**src/rtl/scg_pkg.sv**
```systemverilog
// constants, field layouts and bus carriers of the system clock generator.
// assumes a single 25 MHz clock that stands for the selected system clock.
package scg_pkg;

	// ------------------------------------------------------------
	// timing
	// ------------------------------------------------------------
	localparam int CLK_MHZ       = 25;
	localparam int HOLD_MIN_NS   = 277000;
	localparam int HOLD_MAX_NS   = 1075000;
	// least time rounds up, longest time rounds down
	localparam int HOLD_MIN_CYC  = (HOLD_MIN_NS * CLK_MHZ + 999) / 1000;
	localparam int HOLD_MAX_CYC  = (HOLD_MAX_NS * CLK_MHZ) / 1000;
	localparam int SETTLE_EXP_0  = 10;
	localparam int SETTLE_EXP_1  = 12;
	localparam int SETTLE_EXP_2  = 15;
	localparam int SETTLE_EXP_3  = 17;
	localparam int SETTLE_CYC_0  = 1 << SETTLE_EXP_0;
	localparam int SETTLE_CYC_1  = 1 << SETTLE_EXP_1;
	localparam int SETTLE_CYC_2  = 1 << SETTLE_EXP_2;
	localparam int SETTLE_CYC_3  = 1 << SETTLE_EXP_3;
	localparam int CNT_W         = 18;

	// ------------------------------------------------------------
	// register map: printed offsets are indices, byte address = 4x
	// ------------------------------------------------------------
	localparam int ADDR_W        = 18;
	localparam int IDX_SETTLE    = 16'hFFF4;
	localparam int IDX_CPU_DIV   = 16'hFFFB;
	localparam int IDX_PER_DIV   = 16'hFFF3;
	localparam int IDX_STATUS    = 16'hFFF0;
	localparam logic [ADDR_W-1:0] ADDR_SETTLE  = ADDR_W'(IDX_SETTLE * 4);
	localparam logic [ADDR_W-1:0] ADDR_CPU_DIV = ADDR_W'(IDX_CPU_DIV * 4);
	localparam logic [ADDR_W-1:0] ADDR_PER_DIV = ADDR_W'(IDX_PER_DIV * 4);
	localparam logic [ADDR_W-1:0] ADDR_STATUS  = ADDR_W'(IDX_STATUS * 4);
	localparam logic [7:0] CPU_DIV_RST = 8'h02;
	localparam logic [7:0] PER_DIV_RST = 8'h02;
	localparam logic [7:0] SETTLE_RST  = 8'h00;
	localparam int CPU_DIV_BIT    = 1;
	localparam int STAT_RUN_BIT   = 0;
	localparam int STAT_SETTLE_BIT = 1;
	localparam int STAT_STOP_BIT  = 2;
	localparam int STAT_SRC_LSB   = 3;

	// ------------------------------------------------------------
	// configuration byte layout and clock sources
	// ------------------------------------------------------------
	localparam int OPT_SRC_LSB  = 0;
	localparam int OPT_WAIT_LSB = 2;
	localparam logic [1:0] SRC_INTERNAL  = 2'h0;
	localparam logic [1:0] SRC_RESONATOR = 2'h1;
	localparam logic [1:0] SRC_EXTERNAL  = 2'h2;
	localparam logic [1:0] PER_DIV_BAD   = 2'h3;
	localparam logic [1:0] RESP_OKAY     = 2'h0;
	localparam logic [1:0] RESP_SLVERR   = 2'h2;

	typedef struct packed {
		logic              awvalid;
		logic [ADDR_W-1:0] awaddr;
		logic              wvalid;
		logic [31:0]       wdata;
		logic [3:0]        wstrb;
		logic              bready;
		logic              arvalid;
		logic [ADDR_W-1:0] araddr;
		logic              rready;
	} scg_axi_req_type;

	typedef struct packed {
		logic        awready;
		logic        wready;
		logic        bvalid;
		logic [1:0]  bresp;
		logic        arready;
		logic        rvalid;
		logic [31:0] rdata;
		logic [1:0]  rresp;
	} scg_axi_rsp_type;

endpackage

```
**src/rtl/scg_top.sv**
```systemverilog
// system clock generator: source choice from the configuration byte,
// start-up hold, stabilization waits, prescaler and pin allocation.
// assumes ref_clk stands for the selected system clock and that the
// configuration byte is stable, on this clock, from reset onward.
//
// What this block does
// - settle code 00/01/10/11 waits 2^10/2^12/2^15/2^17 system clocks.
// - post-stop wait counting starts only once the oscillator is running.
// - wait after reset comes from the configuration byte, not software.
// - wait after leaving stop comes from the software settle register.
// - internal oscillator frees both oscillator pins as ports.
// - resonator selection dedicates both oscillator pins to the resonator.
// - external clock drives the input pin; output pin becomes a port.
// - prescaler divides system clock for peripherals, then again for cpu.
// - internal oscillator releases the cpu without any stabilization wait.
// - configuration byte is read after reset, then the source chosen.
// - operation held 277 us to 1.075 ms after reset release.
// - resonator start runs internal oscillator first, then switches.
// - resonator clock reaches the cpu only after its configured wait.
// - internal or external source applies no stabilization wait.
// - cpu and peripheral divider registers reset to 02H.
// - peripheral divider 00/01/10 gives fx, fx/2, fx/4; 11 prohibited.
`timescale 1ns/1ps
`default_nettype none

module scg_top
	import scg_pkg::*;
#(
	parameter int HOLD_CYCLES = scg_pkg::HOLD_MIN_CYC,
	parameter int SETTLE_C0   = scg_pkg::SETTLE_CYC_0,
	parameter int SETTLE_C1   = scg_pkg::SETTLE_CYC_1,
	parameter int SETTLE_C2   = scg_pkg::SETTLE_CYC_2,
	parameter int SETTLE_C3   = scg_pkg::SETTLE_CYC_3
) (
	input  wire logic                     ref_clk,
	input  wire logic                     rst,
	input  wire scg_pkg::scg_axi_req_type axi_req,
	output var  scg_pkg::scg_axi_rsp_type axi_rsp,
	input  wire logic [7:0]               option_byte,
	input  wire logic                     osc_started,
	input  wire logic                     stop_req,
	input  wire logic                     wake_req,
	output logic [1:0]                    sys_src_sel,
	output logic                          resonator_en,
	output logic                          osc_in_port_en,
	output logic                          osc_out_port_en,
	output logic                          periph_clk_en,
	output logic                          cpu_clk_en,
	output logic                          cpu_released
);
	import scg_pkg::*;

	// ------------------------------------------------------------
	// declarations
	// ------------------------------------------------------------
	typedef enum logic [2:0] {
		ST_HOLD,
		ST_OPT_READ,
		ST_OSC_WAIT,
		ST_SETTLE,
		ST_RUN,
		ST_STOP
	} scg_state_type;
	scg_state_type     state_q;
	logic [CNT_W-1:0]  cnt_q;
	logic [CNT_W-1:0]  wait_len_q;
	logic [1:0]        src_q;
	logic [7:0]        settle_q;
	logic [7:0]        cpu_div_q;
	logic [7:0]        per_div_q;
	logic              in_port_q;
	logic              out_port_q;
	logic [3:0]        div_q;
	logic              per_en_q;
	logic              cpu_en_q;
	logic              osc_s1_q;
	logic              osc_s2_q;
	logic              osc_s3_q;
	logic              osc_rise;
	logic              cnt_done;
	logic [2:0]        per_exp;
	logic [2:0]        cpu_exp;
	logic [3:0]        per_mask;
	logic [3:0]        cpu_mask;
	logic              aw_have_q;
	logic              w_have_q;
	logic [ADDR_W-1:0] aw_addr_q;
	logic [7:0]        w_byte_q;
	logic              w_lane_q;
	logic              bvalid_q;
	logic [1:0]        bresp_q;
	logic              rvalid_q;
	logic [31:0]       rdata_q;
	logic [1:0]        rresp_q;
	logic              wr_fire;
	logic              wr_hit;
	logic [7:0]        status;
	function automatic logic [CNT_W-1:0] settle_len(input logic [1:0] code);
		case (code)
			2'h0:    settle_len = CNT_W'(SETTLE_C0);
			2'h1:    settle_len = CNT_W'(SETTLE_C1);
			2'h2:    settle_len = CNT_W'(SETTLE_C2);
			default: settle_len = CNT_W'(SETTLE_C3);
		endcase
	endfunction
	function automatic logic [3:0] exp_mask(input logic [2:0] e);
		case (e)
			3'h0:    exp_mask = 4'h0;
			3'h1:    exp_mask = 4'h1;
			3'h2:    exp_mask = 4'h3;
			3'h3:    exp_mask = 4'h7;
			default: exp_mask = 4'hF;
		endcase
	endfunction
	// ------------------------------------------------------------
	// oscillator start detection
	// ------------------------------------------------------------
	// the third stage only feeds the edge detector
	always_ff @(posedge ref_clk or posedge rst) begin
		if (rst) begin
			osc_s1_q <= 1'b0;
			osc_s2_q <= 1'b0;
			osc_s3_q <= 1'b0;
		end else begin
			osc_s1_q <= osc_started;
			osc_s2_q <= osc_s1_q;
			osc_s3_q <= osc_s2_q;
		end
	end
	// an edge, not a level: a high left over from before stop starts nothing
	assign osc_rise = osc_s2_q & ~osc_s3_q;
	assign cnt_done = (cnt_q == wait_len_q - CNT_W'(1));

	// ------------------------------------------------------------
	// start-up and stop sequencing
	// ------------------------------------------------------------
	always_ff @(posedge ref_clk or posedge rst) begin
		if (rst) begin
			state_q    <= ST_HOLD;
			cnt_q      <= '0;
			wait_len_q <= CNT_W'(HOLD_CYCLES);
		end else begin
			case (state_q)
				ST_HOLD: begin
					cnt_q <= cnt_q + CNT_W'(1);
					if (cnt_done) begin
						state_q <= ST_OPT_READ;
					end
				end
				ST_OPT_READ: begin
					cnt_q <= '0;
					if (option_byte[OPT_SRC_LSB +: 2] == SRC_RESONATOR) begin
						state_q <= ST_OSC_WAIT;
					end else begin
						state_q <= ST_RUN;
					end
					wait_len_q <= settle_len(option_byte[OPT_WAIT_LSB +: 2]);
				end
				ST_OSC_WAIT: begin
					cnt_q <= '0;
					if (osc_rise) begin
						state_q <= ST_SETTLE;
					end
				end
				ST_SETTLE: begin
					cnt_q <= cnt_q + CNT_W'(1);
					if (cnt_done) begin
						state_q <= ST_RUN;
					end
				end
				ST_RUN: begin
					cnt_q <= '0;
					if (stop_req) begin
						state_q <= ST_STOP;
					end
				end
				ST_STOP: begin
					cnt_q <= '0;
					if (wake_req) begin
						if (src_q == SRC_RESONATOR) begin
							// software is trusted to cover the resonator
							wait_len_q <= settle_len(settle_q[1:0]);
							state_q    <= ST_OSC_WAIT;
						end else begin
							state_q <= ST_RUN;
						end
					end
				end
				default: begin
					state_q <= ST_HOLD;
					cnt_q   <= '0;
				end
			endcase
		end
	end

	// ------------------------------------------------------------
	// source choice and pin allocation
	// ------------------------------------------------------------
	always_ff @(posedge ref_clk or posedge rst) begin
		if (rst) begin
			src_q      <= SRC_INTERNAL;
			in_port_q  <= 1'b0;
			out_port_q <= 1'b0;
		end else if (state_q == ST_OPT_READ) begin
			// the undefined source code falls back to the internal oscillator
			case (option_byte[OPT_SRC_LSB +: 2])
				SRC_RESONATOR: begin
					src_q      <= SRC_RESONATOR;
					in_port_q  <= 1'b0;
					out_port_q <= 1'b0;
				end
				SRC_EXTERNAL: begin
					src_q      <= SRC_EXTERNAL;
					in_port_q  <= 1'b0;
					out_port_q <= 1'b1;
				end
				default: begin
					src_q      <= SRC_INTERNAL;
					in_port_q  <= 1'b1;
					out_port_q <= 1'b1;
				end
			endcase
		end
	end

	// ------------------------------------------------------------
	// prescaler
	// ------------------------------------------------------------
	// the prohibited divider code is run as fx/4 rather than left undefined
	assign per_exp  = (per_div_q[1:0] == PER_DIV_BAD) ? 3'h2 :
			{1'b0, per_div_q[1:0]};
	assign cpu_exp  = per_exp + (cpu_div_q[CPU_DIV_BIT] ? 3'h2 : 3'h0);
	assign per_mask = exp_mask(per_exp);
	assign cpu_mask = exp_mask(cpu_exp);

	always_ff @(posedge ref_clk or posedge rst) begin
		if (rst) begin
			div_q    <= 4'h0;
			per_en_q <= 1'b0;
			cpu_en_q <= 1'b0;
		end else if (state_q == ST_RUN) begin
			div_q    <= div_q + 4'h1;
			per_en_q <= ((div_q & per_mask) == 4'h0);
			cpu_en_q <= ((div_q & cpu_mask) == 4'h0);
		end else begin
			div_q    <= 4'h0;
			per_en_q <= 1'b0;
			cpu_en_q <= 1'b0;
		end
	end

	assign sys_src_sel     = src_q;
	assign resonator_en    = (src_q == SRC_RESONATOR) && (state_q != ST_STOP);
	assign osc_in_port_en  = in_port_q;
	assign osc_out_port_en = out_port_q;
	assign periph_clk_en   = per_en_q;
	assign cpu_clk_en      = cpu_en_q;
	assign cpu_released    = (state_q == ST_RUN);

	// ------------------------------------------------------------
	// register bus: write path
	// ------------------------------------------------------------
	assign wr_fire = aw_have_q & w_have_q & ~bvalid_q;
	assign wr_hit  = (aw_addr_q == ADDR_SETTLE) ||
			(aw_addr_q == ADDR_CPU_DIV) || (aw_addr_q == ADDR_PER_DIV) ||
			(aw_addr_q == ADDR_STATUS);

	always_ff @(posedge ref_clk or posedge rst) begin
		if (rst) begin
			aw_have_q <= 1'b0;
			w_have_q  <= 1'b0;
			aw_addr_q <= '0;
			w_byte_q  <= 8'h00;
			w_lane_q  <= 1'b0;
			bvalid_q  <= 1'b0;
			bresp_q   <= RESP_OKAY;
		end else begin
			if (axi_req.awvalid && !aw_have_q && !bvalid_q) begin
				aw_have_q <= 1'b1;
				aw_addr_q <= axi_req.awaddr;
			end
			if (axi_req.wvalid && !w_have_q && !bvalid_q) begin
				w_have_q <= 1'b1;
				w_byte_q <= axi_req.wdata[7:0];
				w_lane_q <= axi_req.wstrb[0];
			end
			if (wr_fire) begin
				aw_have_q <= 1'b0;
				w_have_q  <= 1'b0;
				bvalid_q  <= 1'b1;
				bresp_q   <= wr_hit ? RESP_OKAY : RESP_SLVERR;
			end else if (bvalid_q && axi_req.bready) begin
				bvalid_q <= 1'b0;
			end
		end
	end

	// status is read-only; a write to it is accepted and has no effect
	always_ff @(posedge ref_clk or posedge rst) begin
		if (rst) begin
			settle_q  <= SETTLE_RST;
			cpu_div_q <= CPU_DIV_RST;
			per_div_q <= PER_DIV_RST;
		end else if (wr_fire && w_lane_q) begin
			if (aw_addr_q == ADDR_SETTLE) begin
				settle_q <= {6'h00, w_byte_q[1:0]};
			end
			if (aw_addr_q == ADDR_CPU_DIV) begin
				cpu_div_q <= w_byte_q & CPU_DIV_RST;
			end
			if (aw_addr_q == ADDR_PER_DIV) begin
				per_div_q <= {6'h00, w_byte_q[1:0]};
			end
		end
	end

	// ------------------------------------------------------------
	// register bus: read path
	// ------------------------------------------------------------
	always_comb begin
		status = 8'h00;
		status[STAT_RUN_BIT]    = (state_q == ST_RUN);
		status[STAT_SETTLE_BIT] = (state_q == ST_SETTLE) ||
				(state_q == ST_OSC_WAIT);
		status[STAT_STOP_BIT]   = (state_q == ST_STOP);
		status[STAT_SRC_LSB +: 2] = src_q;
	end

	always_ff @(posedge ref_clk or posedge rst) begin
		if (rst) begin
			rvalid_q <= 1'b0;
			rdata_q  <= 32'h0000_0000;
			rresp_q  <= RESP_OKAY;
		end else if (axi_req.arvalid && !rvalid_q) begin
			rvalid_q <= 1'b1;
			rresp_q  <= RESP_OKAY;
			case (axi_req.araddr)
				ADDR_SETTLE:  rdata_q <= {24'h000000, settle_q};
				ADDR_CPU_DIV: rdata_q <= {24'h000000, cpu_div_q};
				ADDR_PER_DIV: rdata_q <= {24'h000000, per_div_q};
				ADDR_STATUS:  rdata_q <= {24'h000000, status};
				default: begin
					rdata_q <= 32'h0000_0000;
					rresp_q <= RESP_SLVERR;
				end
			endcase
		end else if (rvalid_q && axi_req.rready) begin
			rvalid_q <= 1'b0;
		end
	end

	always_comb begin
		axi_rsp         = '0;
		axi_rsp.awready = ~aw_have_q & ~bvalid_q;
		axi_rsp.wready  = ~w_have_q & ~bvalid_q;
		axi_rsp.bvalid  = bvalid_q;
		axi_rsp.bresp   = bresp_q;
		axi_rsp.arready = ~rvalid_q;
		axi_rsp.rvalid  = rvalid_q;
		axi_rsp.rdata   = rdata_q;
		axi_rsp.rresp   = rresp_q;
	end

endmodule
`default_nettype wire

```
**config.mk**
```make
export PLATFORM = sky130hd
export DESIGN_NAME = scg_top
export DESIGN_NICKNAME = d
export VERILOG_FILES = /design/src/rtl/scg_pkg.sv /design/src/rtl/scg_top.sv
export SDC_FILE = /design/constraint.sdc
export NUM_CORES = 1
export LEC_CHECK = 0
export ABC_AREA = 1
export BUFFER_PORTS_ARGS = -buffer_cell sky130_fd_sc_hd__buf_2
export CAP_MARGIN = 30
export CORE_ASPECT_RATIO = 1.2
export CORE_UTILIZATION = 55
export CTS_CLUSTER_DIAMETER = 200
export DETAILED_ROUTE_END_ITERATION = 7
export PLACE_DENSITY = 0.86
export RECOVER_POWER = 100
export SLEW_MARGIN = 20
export SYNTH_ARGS = -nofsm -noshare
export SYNTH_HDL_FRONTEND = slang
export SYNTH_SLANG_ARGS = --single-unit
```
**constraint.sdc**
```tcl
create_clock -name ref_clk -period 6.5 [get_ports ref_clk]
set_input_delay 1.3 -clock ref_clk [delete_from_list [all_inputs] [get_ports ref_clk]]
set_output_delay 1.3 -clock ref_clk [all_outputs]
set_load 0.05 [all_outputs]
```
==> results.py <==
metrics = {
    "run_status": {
        "status": "completed",
    },
    "worst_setup_path": {
        "start_kind": "register",
        "r2r_end": "cnt_q[14]",
        "slowest_delay_ps": 460,
        "path_class": "reg2out",
        "slowest_stage": "clkbuf_1",
        "arrival_ps": 1800,
        "reg2reg_slack_ps": 4390,
        "timing.rr.start": "cnt_q[0]",
        "path_cells": "inv_1 > nor2_1 > nand2_1 > nand2_1 > inv_1 > clkbuf_1",
        "crit_fanout": 7,
        "r2r_cells": 10,
        "crit_required_ps": 5200,
        "endpoint_kind": "primary output",
    },
    "job": {
        "cap_violations": 0,
    },
    "final_layout": {
        "nets": 683,
        "diodes": 0,
        "fill_cells": 608,
        "layout-drive-gt1-share": 0.1644,
        "fin_area_um2": 4604,
        "layout_common_cells": "nand2_1 (125), dfrtp_1 (72), inv_1 (64)",
        "final_common_cell": "nand2_1",
        "area_delta_synth_final_pct": 11.31,
    },
    "sta": {
        "grt_setup_unrepaired": "no",
        "fin_crit_ps": 3100,
        "max_slew_margin": 0.4018,
        "setup_viol": 0,
        "timing.final.crit_share": 0.4770,
        "final.setup_skew_ps": 10.11,
        "max_freq_ghz": 0.3226,
        "hold_viol_final": 0,
        "hold_ws_ps": 368.0,
        "maxSlewViolCount": 0,
        "setup-tns-final_ps": 0,
        "tightest_slew_ps": 897.3,
    },
    "floorplanning": {
        "dieArea_um2": 7873,
        "die_width_um": 81.17,
        "core_um2": 7274,
        "ios": 139,
        "rows": 34,
        "start_util": 0.5686,
        "die_y_um": 97,
    },
    "clock_network": {
        "cts_buffers": 9,
        "postCtsSetupRepairBufs": 0,
        "cts.repair.resized": 0,
        "cts_root_buf": "clkbuf_8",
        "cts.sinks": 76,
        "tritoncts": "built",
        "cts_hold_buf": 0,
        "clock_latency_ps": 350,
        "htreeDepth": 3,
        "cts_buffer_depth": 2,
        "clk_pin_slew_ps": 90,
    },
    "routing": {
        "drt_wl_total_um": 8494,
        "ant_nets": 0,
        "avgViaCountPerCell": 5.124,
        "drtIter0Drc": 186,
        "wl_per_cell_um": 12.49,
        "route.detailed.drc": 0,
        "vias": 3484,
        "drt_pass1_iterations": 5,
    },
    "synth": {
        "synth_cells": 508,
        "synthDistinctLibCells": 37,
        "synth_area_per_cell_um2": 8.143,
        "ys_seq_elements": 76,
        "synth_seq_area_share": 0.4610,
        "syn_area_um2": 4136,
        "ys_warn_count": 0,
    },
    "worst_hold_path": {
        "hp-start": "osc_s1_q",
        "min_path_type": "reg2reg",
        "worstHoldPathCells": 0,
        "whs_endpoint": "osc_s2_q",
    },
    "power": {
        "power.total_uw": 1684,
        "p_per_area_nw_per_um2": 365.8,
        "ir_drop_uv": 231.1,
        "p_leak_uw": 0.002307,
    },
    "global_route": {
        "gr-total-overflow": 0,
        "grt_max_degree": 77,
        "grt_pass1_wl_um": 14510,
        "track_usage": 0.2398,
        "grt_pass1_vias": 3515,
        "antenna_found_initial": 0,
    },
    "placed_design": {
        "placed_area_um2": 4467,
        "io_buffers": 72,
        "place_hpwl_um": 6257,
        "place_congestion": 0.9078,
    },
}
## worst max-delay path: cells and delay by family, from the launching register on
family / cells / cell delay, ps
buffers and inverters: 3 / 630
DFF: 1 / 430
and+or+nand+nor: 3 / 380
## registers in the layout (all words and copies together) (netlist names), 2 cells and up
register     count
rdata_q          5
w_byte_q         2
sys_src_sel      2
state_q          3
aw_addr_q       18
wait_len_q       5
per_div_q        2
cnt_q           18
div_q            4
settle_q         2
## through the flow
step | setup WS, ps | instances | utilization
after floorplan | 3268 | 536 | -
after detailed placement | 3999 | 663 | 0.6140
final | 3400 | 680 | 0.6330
after CTS | 3724 | 679 | 0.6390
after global placement | 4038 | 663 | 0.6140
after global routing | 3267 | 680 | 0.6330
## final cells by class
cell class	count	area (um2)	area share
clock inverters	7	57.56	0.01250
flip-flops and latches	76	1907	0.4141
repair buffers	74	364.1	0.07908
inverters	65	244.0	0.05299
multi-input cells	359	1795	0.3899
clock buffers	9	123.9	0.02690
well taps	90	112.6	0.02446
## synth_stat cells (all sizes together)
master   count  share of area
nand2      128           0.12
dfrtp       72           0.44
inv         64          0.058
nor2        62          0.062
buf         34          0.060
nand3       30          0.038
o21ai       21          0.025
mux2        19          0.052
a21oi       16          0.023
nand4       14          0.021
nor3        12          0.018
ha           8          0.024
o22ai        5         0.0076
dfstp        4          0.025
or2          3         0.0045
xnor2        3         0.0064
a211oi       2         0.0036
clkbuf       2         0.0018
o31ai        2         0.0036
xor2         2         0.0042
a31oi        1         0.0015
clkinv       1        0.00091
conb         1        0.00091
o2111ai      1         0.0021
or3          1         0.0015
## how the worst max path moves through the flow
stage	startpoint	to	slack [ps]	depth (start not counted)
CTS	state_q[0]	resonator_en	3720	6
floorplan	rst	aw_addr_q[0]	3270	1
finish	state_q[0]	resonator_en	3400	6
global placement	axi_req[76]	aw_addr_q[15]	4040	3
detailed placement	axi_req[76]	aw_addr_q[9]	4000	3
global route	state_q[0]	resonator_en	3270	6
## cells by family (layout without fill, tap and decap cells)
group / after synthesis / count (layout) / share of synthesized area
AO/OA/AOI/OAI: 48 / 48 / 0.06685
XOR/XNOR: 5 / 5 / 0.01059
adder cells (fa/ha/maj): 8 / 8 / 0.02420
buffers and inverters: 101 / 155 / 0.1207
flip-flops: 76 / 76 / 0.4610
multiplexers: 19 / 19 / 0.05173
other: 1 / 29 / 0.0009066
AND/OR/NAND/NOR: 250 / 250 / 0.2641
## per-layer routing
layer | part of all wire | wire length [um] | vias to the layer above | GRT usage
met5 | 0 | 0 | - | 0
met4 | 0.022 | 187 | 0 | 0.1154
met3 | 0.046 | 387 | 17 | 0.05660
met2 | 0.55 | 4681 | 91 | 0.4221
met1 | 0.38 | 3238 | 1650 | 0.2626
li1 | - | - | 1726 | -
## where the power goes
group          switching (uW)  internal (uW)
Clock                     190            143
Sequential               87.9            599
Combinational             469            195
Total                     747            938
Note: power is estimated with default switching activity, not from simulation.
